### config.mk
export PLATFORM = sky130hd
export DESIGN_NAME = dsmu_top
export DESIGN_NICKNAME = d
export VERILOG_FILES = /design/src/dsmu_mulhi.v /design/src/dsmu_top.v
export VERILOG_INCLUDE_DIRS = /design/src /design/src/src
export SDC_FILE = /design/constraint.sdc
export NUM_CORES = 2
export LEC_CHECK = 0
export BUFFER_PORTS_ARGS = -buffer_cell sky130_fd_sc_hd__buf_4
export CAP_MARGIN = 20
export CELL_PAD_IN_SITES_DETAIL_PLACEMENT = 2
export CELL_PAD_IN_SITES_GLOBAL_PLACEMENT = 2
export CORE_ASPECT_RATIO = 1.1
export CORE_MARGIN = 2
export CORE_UTILIZATION = 35
export CTS_CLUSTER_DIAMETER = 50
export CTS_CLUSTER_SIZE = 30
export DETAILED_ROUTE_END_ITERATION = 6
export PLACE_DENSITY = 0.74
export SLEW_MARGIN = 20
export SYNTH_ARGS = -nofsm -noshare
export SYNTH_HDL_FRONTEND = slang
export SYNTH_HIERARCHICAL = 1
export SYNTH_SLANG_ARGS = --single-unit
### constraint.sdc
create_clock -name aclk -period 16.3 [get_ports aclk]
set_clock_uncertainty 0.1 [all_clocks]
set_input_delay 0.815 -clock aclk [delete_from_list [all_inputs] [get_ports aclk]]
set_output_delay 0.815 -clock aclk [all_outputs]
set_load 0.01 [all_outputs]
### src/dsmu_map.vh
`ifndef DSMU_MAP_VH
`define DSMU_MAP_VH

// register byte offsets
`define DSMU_OFF_CTRL 4'h0
`define DSMU_OFF_OPA 4'h4
`define DSMU_OFF_OPB 4'h8
`define DSMU_OFF_OPC 4'hc
`define DSMU_OFF_RESULT 4'h0
`define DSMU_OFF_STATUS 4'h4
`define DSMU_OFF_FLAGS 4'h8
// page select: address bit 4 picks operand page (0) or result page (1)
`define DSMU_PAGE_BIT 4

// control field positions
`define DSMU_CTRL_OP_LSB 0
`define DSMU_CTRL_ROUND 4
`define DSMU_CTRL_POS_LSB 5
`define DSMU_CTRL_COND_LSB 10
`define DSMU_CTRL_GO 31
`define DSMU_CTRL_MASK 32'h00003fff

// status field positions
`define DSMU_ST_STICKY 0
`define DSMU_ST_BUSY 1
`define DSMU_ST_SKIP 2

// reset values
`define DSMU_RST_WORD 32'h00000000
`define DSMU_RST_NZCV 4'h0

// operation codes
`define DSMU_OP_MHA 4'h0
`define DSMU_OP_MHS 4'h1
`define DSMU_OP_DSC 4'h2
`define DSMU_OP_DUC 4'h3
`define DSMU_OP_SAW 4'h4
`define DSMU_OP_SSW 4'h5
`define DSMU_OP_SADH 4'h6
`define DSMU_OP_SSDH 4'h7
`define DSMU_OP_SAQB 4'h8
`define DSMU_OP_SSQB 4'h9

// rounding constant added to the full product
`define DSMU_ROUND_K 64'h0000000080000000

// bus responses
`define DSMU_RESP_OK 2'h0
`define DSMU_RESP_SLVERR 2'h2

`endif

### src/dsmu_mulhi.v
`timescale 1ns/1ps
`default_nettype none

module dsmu_mulhi #(
	parameter WIDTH = 32
) (
	input wire aclk,
	input wire aresetn,
	input wire [WIDTH-1:0] multiplicand_one,
	input wire [WIDTH-1:0] multiplier_two,
	input wire [WIDTH-1:0] addend_source,
	input wire round,
	input wire subtract,
	output reg [WIDTH-1:0] result_reg
);
`include "dsmu_map.vh"

	wire signed [2*WIDTH-1:0] prod;
	wire [2*WIDTH-1:0] prod_rnd;
	wire [WIDTH-1:0] high_word;
	reg [WIDTH-1:0] result_next;

	// signed full product, optional rounding before the high word is taken
	assign prod = $signed(multiplicand_one) * $signed(multiplier_two);
	assign prod_rnd = prod + (round ? `DSMU_ROUND_K : 64'h0);
	assign high_word = prod_rnd[2*WIDTH-1:WIDTH];

	// accumulate or subtract against the third operand
	always @* begin
		if (subtract)
			result_next = addend_source - high_word;
		else
			result_next = high_word + addend_source;
	end

	// registered to break the long multiplier path
	always @(posedge aclk) begin
		if (!aresetn)
			result_reg <= `DSMU_RST_WORD;
		else
			result_reg <= result_next;
	end

endmodule // dsmu_mulhi
`default_nettype wire

### src/dsmu_top.v
// How it works
// - high multiply: product top word plus addend
// - high multiply-subtract: addend minus top word
// - rounding adds 0x80000000 before taking top
// - multiplies leave condition flags untouched
// - signed clamp halves to n bits, 1-16
// - unsigned clamp halves to selected range
// - unsigned clamp position accepts 0 to 15
// - either clamp saturating sets sticky flag
// - saturated means written differs from exact
// - add/sub lanes clamp to signed lane range
// - word add: signed sum, clamped
// - word subtract: first minus second, clamped
// - four byte lanes add or subtract, clamped
// - two halfword lanes add or subtract, clamped
// - word add/sub saturation sets sticky flag
// - lane add/sub never touch sticky flag
// - only status write or reset clears sticky flag
// - sticky flag read only through status read
// - condition code gates whether op takes effect
`timescale 1ns/1ps
`default_nettype none

module dsmu_top (
	input wire aclk,
	input wire aresetn,
	input wire [4:0] s_axi_awaddr,
	input wire s_axi_awvalid,
	output wire s_axi_awready,
	input wire [31:0] s_axi_wdata,
	input wire [3:0] s_axi_wstrb,
	input wire s_axi_wvalid,
	output wire s_axi_wready,
	output reg [1:0] s_axi_bresp,
	output reg s_axi_bvalid,
	input wire s_axi_bready,
	input wire [4:0] s_axi_araddr,
	input wire s_axi_arvalid,
	output wire s_axi_arready,
	output reg [31:0] s_axi_rdata,
	output reg [1:0] s_axi_rresp,
	output reg s_axi_rvalid,
	input wire s_axi_rready
);
`include "dsmu_map.vh"

	localparam ST_IDLE = 3'b001;
	localparam ST_CALC = 3'b010;
	localparam ST_WRITE = 3'b100;

	////////////////////////////////////////////////////////////////////////////
	// functions

	// byte-strobe merge of a write into a stored word
	function [31:0] merge;
		input [31:0] old;
		input [31:0] neu;
		input [3:0] strb;
		integer k;
		begin
			merge = old;
			for (k = 0; k < 4; k = k + 1)
				if (strb[k])
					merge[8*k +: 8] = neu[8*k +: 8];
		end
	endfunction

	// signed clamp to n bits; top bit of result flags a clamp
	function [32:0] sat_s;
		input signed [33:0] v;
		input [5:0] n;
		reg signed [33:0] hi;
		reg signed [33:0] lo;
		begin
			hi = $signed(34'd1 << (n - 6'd1)) - 34'sd1;
			lo = -hi - 34'sd1;
			if (v > hi)
				sat_s = {1'b1, hi[31:0]};
			else if (v < lo)
				sat_s = {1'b1, lo[31:0]};
			else
				sat_s = {1'b0, v[31:0]};
		end
	endfunction

	// unsigned clamp to n bits; negative input goes to zero
	function [32:0] sat_u;
		input signed [33:0] v;
		input [4:0] n;
		reg signed [33:0] hi;
		begin
			hi = $signed(34'd1 << n) - 34'sd1;
			if (v < 34'sd0)
				sat_u = {1'b1, 32'h00000000};
			else if (v > hi)
				sat_u = {1'b1, hi[31:0]};
			else
				sat_u = {1'b0, v[31:0]};
		end
	endfunction

	// condition code against n z c v
	function cond_ok;
		input [3:0] cc;
		input [3:0] f;
		begin
			case (cc)
				4'h0: cond_ok = f[2];
				4'h1: cond_ok = !f[2];
				4'h2: cond_ok = f[1];
				4'h3: cond_ok = !f[1];
				4'h4: cond_ok = f[3];
				4'h5: cond_ok = !f[3];
				4'h6: cond_ok = f[0];
				4'h7: cond_ok = !f[0];
				4'h8: cond_ok = f[1] && !f[2];
				4'h9: cond_ok = !f[1] || f[2];
				4'ha: cond_ok = f[3] == f[0];
				4'hb: cond_ok = f[3] != f[0];
				4'hc: cond_ok = !f[2] && (f[3] == f[0]);
				4'hd: cond_ok = f[2] || (f[3] != f[0]);
				default: cond_ok = 1'b1;
			endcase
		end
	endfunction

	////////////////////////////////////////////////////////////////////////////
	// state

	reg [31:0] ctrl_reg;
	reg [31:0] opa_reg;
	reg [31:0] opb_reg;
	reg [31:0] opc_reg;
	reg [31:0] result_reg;
	reg [3:0] nzcv_reg;
	reg sticky_reg;
	reg skip_reg;
	reg [2:0] state_reg;
	reg [3:0] op_reg;
	reg [4:0] pos_reg;
	reg [3:0] cond_reg;
	reg [4:0] awaddr_reg;
	reg aw_full_reg;
	reg [31:0] wdata_reg;
	reg [3:0] wstrb_reg;
	reg w_full_reg;

	wire [31:0] mul_result;
	wire do_write;
	wire wr_page;
	wire [3:0] wr_off;
	wire [31:0] ctrl_merged;
	wire go;
	wire status_wr;

	reg [31:0] res_next;
	reg sat_hit;
	reg sets_sticky;
	reg signed [33:0] lane;
	reg [32:0] sr;
	reg [5:0] n_s;
	reg [4:0] n_u;
	reg [31:0] rd_mux;
	reg rd_err;
	integer i;

	////////////////////////////////////////////////////////////////////////////
	// high-word multiplier, registered one cycle
	dsmu_mulhi #(
		.WIDTH(32)
	) u_mulhi (
		.aclk(aclk),
		.aresetn(aresetn),
		.multiplicand_one(opa_reg),
		.multiplier_two(opb_reg),
		.addend_source(opc_reg),
		.round(ctrl_reg[`DSMU_CTRL_ROUND]),
		.subtract(op_reg == `DSMU_OP_MHS),
		.result_reg(mul_result)
	);

	////////////////////////////////////////////////////////////////////////////
	// write channel: address and data taken in either order
	assign s_axi_awready = !aw_full_reg && !s_axi_bvalid;
	assign s_axi_wready = !w_full_reg && !s_axi_bvalid;
	assign do_write = aw_full_reg && w_full_reg && !s_axi_bvalid;
	assign wr_page = awaddr_reg[`DSMU_PAGE_BIT];
	assign wr_off = awaddr_reg[3:0];
	assign ctrl_merged = merge(ctrl_reg, wdata_reg, wstrb_reg);
	assign go = do_write && !wr_page && wr_off == `DSMU_OFF_CTRL
		&& ctrl_merged[`DSMU_CTRL_GO] && state_reg == ST_IDLE;
	assign status_wr = do_write && wr_page && wr_off == `DSMU_OFF_STATUS;

	// write holding registers and response
	always @(posedge aclk) begin
		if (!aresetn) begin
			aw_full_reg <= 1'b0;
			w_full_reg <= 1'b0;
			awaddr_reg <= 5'h00;
			wdata_reg <= `DSMU_RST_WORD;
			wstrb_reg <= 4'h0;
			s_axi_bvalid <= 1'b0;
			s_axi_bresp <= `DSMU_RESP_OK;
		end else begin
			if (s_axi_awvalid && s_axi_awready) begin
				aw_full_reg <= 1'b1;
				awaddr_reg <= s_axi_awaddr;
			end
			if (s_axi_wvalid && s_axi_wready) begin
				w_full_reg <= 1'b1;
				wdata_reg <= s_axi_wdata;
				wstrb_reg <= s_axi_wstrb;
			end
			if (do_write) begin
				aw_full_reg <= 1'b0;
				w_full_reg <= 1'b0;
				s_axi_bvalid <= 1'b1;
				if (awaddr_reg[1:0] != 2'h0 || (wr_page && wr_off == `DSMU_OFF_RESULT)
					|| wr_off == 4'hc && wr_page)
					s_axi_bresp <= `DSMU_RESP_SLVERR;
				else
					s_axi_bresp <= `DSMU_RESP_OK;
			end else if (s_axi_bready) begin
				s_axi_bvalid <= 1'b0;
			end
		end
	end

	// software-visible registers
	always @(posedge aclk) begin
		if (!aresetn) begin
			ctrl_reg <= `DSMU_RST_WORD;
			opa_reg <= `DSMU_RST_WORD;
			opb_reg <= `DSMU_RST_WORD;
			opc_reg <= `DSMU_RST_WORD;
			nzcv_reg <= `DSMU_RST_NZCV;
		end else if (do_write && awaddr_reg[1:0] == 2'h0) begin
			if (!wr_page) begin
				case (wr_off)
					`DSMU_OFF_CTRL: ctrl_reg <= ctrl_merged & `DSMU_CTRL_MASK;
					`DSMU_OFF_OPA: opa_reg <= merge(opa_reg, wdata_reg, wstrb_reg);
					`DSMU_OFF_OPB: opb_reg <= merge(opb_reg, wdata_reg, wstrb_reg);
					`DSMU_OFF_OPC: opc_reg <= merge(opc_reg, wdata_reg, wstrb_reg);
					default: ctrl_reg <= ctrl_reg;
				endcase
			end else if (wr_off == `DSMU_OFF_FLAGS && wstrb_reg[0]) begin
				nzcv_reg <= wdata_reg[3:0]; // only software moves these
			end
		end
	end

	////////////////////////////////////////////////////////////////////////////
	// read channel, data from a register
	assign s_axi_arready = !s_axi_rvalid;

	// read decode
	always @* begin
		rd_mux = `DSMU_RST_WORD;
		rd_err = s_axi_araddr[1:0] != 2'h0;
		if (!s_axi_araddr[`DSMU_PAGE_BIT]) begin
			case (s_axi_araddr[3:0])
				`DSMU_OFF_CTRL: rd_mux = ctrl_reg;
				`DSMU_OFF_OPA: rd_mux = opa_reg;
				`DSMU_OFF_OPB: rd_mux = opb_reg;
				`DSMU_OFF_OPC: rd_mux = opc_reg;
				default: rd_err = 1'b1;
			endcase
		end else begin
			case (s_axi_araddr[3:0])
				`DSMU_OFF_RESULT: rd_mux = result_reg;
				`DSMU_OFF_STATUS: rd_mux = {29'h0, skip_reg, state_reg != ST_IDLE,
					sticky_reg};
				`DSMU_OFF_FLAGS: rd_mux = {28'h0, nzcv_reg};
				default: rd_err = 1'b1;
			endcase
		end
	end

	// read response
	always @(posedge aclk) begin
		if (!aresetn) begin
			s_axi_rvalid <= 1'b0;
			s_axi_rdata <= `DSMU_RST_WORD;
			s_axi_rresp <= `DSMU_RESP_OK;
		end else if (s_axi_arvalid && s_axi_arready) begin
			s_axi_rvalid <= 1'b1;
			s_axi_rdata <= rd_err ? `DSMU_RST_WORD : rd_mux;
			s_axi_rresp <= rd_err ? `DSMU_RESP_SLVERR : `DSMU_RESP_OK;
		end else if (s_axi_rready) begin
			s_axi_rvalid <= 1'b0;
		end
	end

	////////////////////////////////////////////////////////////////////////////
	// datapath: result and saturation for the latched operation
	always @* begin
		res_next = result_reg;
		sat_hit = 1'b0;
		sets_sticky = 1'b0;
		lane = 34'sd0;
		sr = 33'h0;
		i = 0;
		// out-of-range positions fall back to the widest legal clamp
		n_s = (pos_reg == 5'd0 || pos_reg > 5'd16) ? 6'd16 : {1'b0, pos_reg};
		n_u = (pos_reg > 5'd15) ? 5'd15 : pos_reg;
		case (op_reg)
			`DSMU_OP_MHA, `DSMU_OP_MHS: begin
				res_next = mul_result;
			end
			`DSMU_OP_DSC: begin
				sets_sticky = 1'b1;
				for (i = 0; i < 2; i = i + 1) begin
					lane = {{18{opb_reg[16*i+15]}}, opb_reg[16*i +: 16]};
					sr = sat_s(lane, n_s);
					res_next[16*i +: 16] = sr[15:0];
					sat_hit = sat_hit | sr[32];
				end
			end
			`DSMU_OP_DUC: begin
				sets_sticky = 1'b1;
				for (i = 0; i < 2; i = i + 1) begin
					lane = {{18{opb_reg[16*i+15]}}, opb_reg[16*i +: 16]};
					sr = sat_u(lane, n_u);
					res_next[16*i +: 16] = sr[15:0];
					sat_hit = sat_hit | sr[32];
				end
			end
			`DSMU_OP_SAW, `DSMU_OP_SSW: begin
				sets_sticky = 1'b1;
				if (op_reg == `DSMU_OP_SAW)
					lane = {{2{opa_reg[31]}}, opa_reg} + {{2{opb_reg[31]}}, opb_reg};
				else
					lane = {{2{opa_reg[31]}}, opa_reg} - {{2{opb_reg[31]}}, opb_reg};
				sr = sat_s(lane, 6'd32);
				res_next = sr[31:0];
				sat_hit = sr[32];
			end
			`DSMU_OP_SADH, `DSMU_OP_SSDH: begin
				for (i = 0; i < 2; i = i + 1) begin
					if (op_reg == `DSMU_OP_SADH)
						lane = {{18{opa_reg[16*i+15]}}, opa_reg[16*i +: 16]}
							+ {{18{opb_reg[16*i+15]}}, opb_reg[16*i +: 16]};
					else
						lane = {{18{opa_reg[16*i+15]}}, opa_reg[16*i +: 16]}
							- {{18{opb_reg[16*i+15]}}, opb_reg[16*i +: 16]};
					sr = sat_s(lane, 6'd16);
					res_next[16*i +: 16] = sr[15:0];
				end
			end
			`DSMU_OP_SAQB, `DSMU_OP_SSQB: begin
				for (i = 0; i < 4; i = i + 1) begin
					if (op_reg == `DSMU_OP_SAQB)
						lane = {{26{opa_reg[8*i+7]}}, opa_reg[8*i +: 8]}
							+ {{26{opb_reg[8*i+7]}}, opb_reg[8*i +: 8]};
					else
						lane = {{26{opa_reg[8*i+7]}}, opa_reg[8*i +: 8]}
							- {{26{opb_reg[8*i+7]}}, opb_reg[8*i +: 8]};
					sr = sat_s(lane, 6'd8);
					res_next[8*i +: 8] = sr[7:0];
				end
			end
			default: res_next = result_reg;
		endcase
	end

	////////////////////////////////////////////////////////////////////////////
	// operation sequencer: idle, multiplier settle, write back
	always @(posedge aclk) begin
		if (!aresetn) begin
			state_reg <= ST_IDLE;
			op_reg <= `DSMU_OP_MHA;
			pos_reg <= 5'h00;
			cond_reg <= 4'h0;
			result_reg <= `DSMU_RST_WORD;
			skip_reg <= 1'b0;
		end else begin
			case (state_reg)
				ST_IDLE: begin
					if (go) begin
						op_reg <= ctrl_merged[`DSMU_CTRL_OP_LSB +: 4];
						pos_reg <= ctrl_merged[`DSMU_CTRL_POS_LSB +: 5];
						cond_reg <= ctrl_merged[`DSMU_CTRL_COND_LSB +: 4];
						state_reg <= ST_CALC;
					end
				end
				ST_CALC: state_reg <= ST_WRITE;
				ST_WRITE: begin
					skip_reg <= !cond_ok(cond_reg, nzcv_reg);
					if (cond_ok(cond_reg, nzcv_reg))
						result_reg <= res_next;
					state_reg <= ST_IDLE;
				end
				default: state_reg <= ST_IDLE;
			endcase
		end
	end

	// sticky saturation flag: status write loads it, a saturation event wins
	always @(posedge aclk) begin
		if (!aresetn)
			sticky_reg <= 1'b0;
		else if (state_reg == ST_WRITE && cond_ok(cond_reg, nzcv_reg)
			&& sets_sticky && sat_hit)
			sticky_reg <= 1'b1;
		else if (status_wr && wstrb_reg[0])
			sticky_reg <= wdata_reg[`DSMU_ST_STICKY];
	end

endmodule // dsmu_top
`default_nettype wire

==> qor.csv <==
metric;value;unit
fmax;72.2;MHz
path_clk_slew;0.08;ns
final.min_clock_period;13.86;ns
grtUsageTotal;30.1;%
hold_class;in -> reg;
layout_commonest_cell;inv_1;
finalSetupViolCount;0;
layout_common_cells;inv_1 (1228), fa_1 (1090), nand2_1 (860), ha_1 (593), nor2_1 (492);
synth.distinct_cells;128;
fin_nets;9320;
ff2ff_setup_slack;2.44;ns
first_pass_iters;5;
cts_setup_buffers;0;
holdWs;0.239;ns
first_iter_violations;3626;
clkSinkCount;275;
critPathCaptureType;flip-flop;
netlist_instances;7683;
fp.dieW;416;µm
coreArea;0.186;mm²
drc;0;
slew_headroom;14.2;%
worst-r2r-cell-count;36;
grt_max_degree;90;
reg2reg_to;u_mulhi/result_reg[31]$_SDFF_PN0_;
root_buffer;clkbuf_16;
synth_edf_count;0;
viasPerCell;5.66;
avgSynthCellArea;8.50;µm²
area_delta_synth_final;7.23;%
worstMarginPinSlew;1.27;ns
wl_per_cell;28.4;µm
cts_buffer_depth;3;
port-buffer-count;91;
dp_hpwl;231000;µm
synth-seq-cells;275;
drive_above_1_share;6.20;%
rsz0062_at_grt;no;
cts_buffers;30;
synth_warnings;6;
status;completed;
finalNonFillerCells;10000;
antenna_found_initial;8;
crit_slowest_cell;clkinv_1;
setup_tns;0;ns
antenna_left;0;
yosysSeqAreaShare;8.43;%
dp_cells;9987;
cp_common_cell;fa_1;
cp_data_arrival_time;14.31;ns
ys.flop_type;dfxtp_1;
grt.overflow.total;0;
chipHeight;457;µm
ctsHoldBuffers;0;
grt_pass1_wl;433000;µm
synthArstFlopShare;0;%
utilization;37.7;%
hold_violations;0;
insertion_delay;0.65;ns
globalplace.congestion;0.946;
layout_setup_ws;2.44;ns
peakVddDrop;0.0000653;V
std_cell_rows;166;
grt_pass1_vias;65500;
htreeDepth;1;
cts_tree;built;
maxSlewViolCount;0;
start_util;35.2;%
p_leak;34.3;nW
powerDensity;23.2;mW/mm²
path_class;reg -> reg;
pre_cts_slack;2.36;ns
startpoint_type;flip-flop;
critPathMaxFanout;19;
synth_area;0.0653;mm²
min_to;s_axi_rvalid$_SDFFE_PN0P_;
min_from;s_axi_rready;
die-area;0.190;mm²
crit_required;16.76;ns
holdPathStages;2;
cap_violations;0;
worst_path_largest_cell_delay;0.77;ns
r2r-start;opb_reg[31]$_SDFFE_PN0P_;
fin_crit_sh;85.0;%
routed_wl;285000;µm
ctsResizeCount;0;
via_count;56900;
ioPinCount;94;
[critical path: cells and delay by family (launching register included)]
family	cells	cell delay, ns
flops	1	0.54
buf+inv	3	0.91
xor+xnor	2	0.57
simple gates	10	3.23
compound gates	11	3.02
fa+ha+maj	10	5.34
[stage by stage]
step	total power, mW	cell area (µm²)
global route	1.67	70000
CTS	1.63	70000
global placement	0.823	68800
floorplan	0.771	65400
detailed placement	0.826	68800
finish	1.62	70100
[cells in the mapped netlist (all sizes together), types with 53 or more instances]
cell	n	share of area (%)
a211oi	68	0.79
a21o	86	0.99
a21oi	342	2.7
a22oi	59	0.68
a31oi	53	0.52
and2	488	4.7
buf	54	0.49
clkbuf	337	2.0
dfxtp	275	8.4
fa	1090	33
ha	593	11
inv	1232	7.1
mux2i	165	2.5
nand2	860	4.9
nand3	99	0.77
nor2	501	2.9
nor3	101	0.79
o211ai	63	0.73
o21ai	231	1.8
xnor2	171	2.3
xor2	108	1.5
[logic make-up after synthesis]
| family | Yosys count | share of synthesized area [%] |
|---|---|---|
| AND/OR/NAND/NOR | 2403 | 17.9 |
| adder cells (fa/ha/maj) | 1686 | 44.8 |
| buffers and inverters | 1627 | 9.56 |
| AO/OA/AOI/OAI | 1222 | 12.4 |
| XOR/XNOR | 279 | 3.76 |
| flip-flops | 275 | 8.43 |
| multiplexers | 189 | 3.17 |
| other | 2 | 0.0115 |
[layer usage]
metal	track usage, %	part of all wire (%)	vias to the layer above	wire [µm]
met1	37.0	40	30200	116000
met4	13.6	5.6	8	15900
met3	3.20	4.5	569	12900
met2	52.7	49	1545	141000
met5	0	0.016	-	46
li1	-	-	24500	-
[area by class of cell]
cell class                 count  area [µm²]
antenna                        5        12.5
inverter                    1235        4640
multi-input combinational   5799       53800
clock buffer                  34         797
sequential                   275        5570
tap                         2436        3050
clock inverter                22         402
fill                       20800      116000
timing repair buffer         243        1830
[how the worst max path moves through the flow]
stage,startpoint,to
after global placement,opb_reg[31]$_SDFFE_PN0P_,u_mulhi/result_reg[31]$_SDFF_PN0_
after global routing,opa_reg[8]$_SDFFE_PN0P_,u_mulhi/result_reg[31]$_SDFF_PN0_
after detailed placement,opb_reg[31]$_SDFFE_PN0P_,u_mulhi/result_reg[31]$_SDFF_PN0_
final,opb_reg[31]$_SDFFE_PN0P_,u_mulhi/result_reg[31]$_SDFF_PN0_
after floorplan,opb_reg[31]$_SDFFE_PN0P_,u_mulhi/result_reg[31]$_SDFF_PN0_
after CTS,opb_reg[31]$_SDFFE_PN0P_,u_mulhi/result_reg[31]$_SDFF_PN0_
[power breakdown]
part | leakage, nW | internal (mW) | total, mW | switching, mW
clock network | 0.567 | 0.409 | 0.811 | 0.402
registers | 2.25 | 0.680 | 0.705 | 0.0247
logic | 31.5 | 0.0366 | 0.107 | 0.0706
total | 34.3 | 1.13 | 1.62 | 0.497
(Power assumes the default switching activity.)
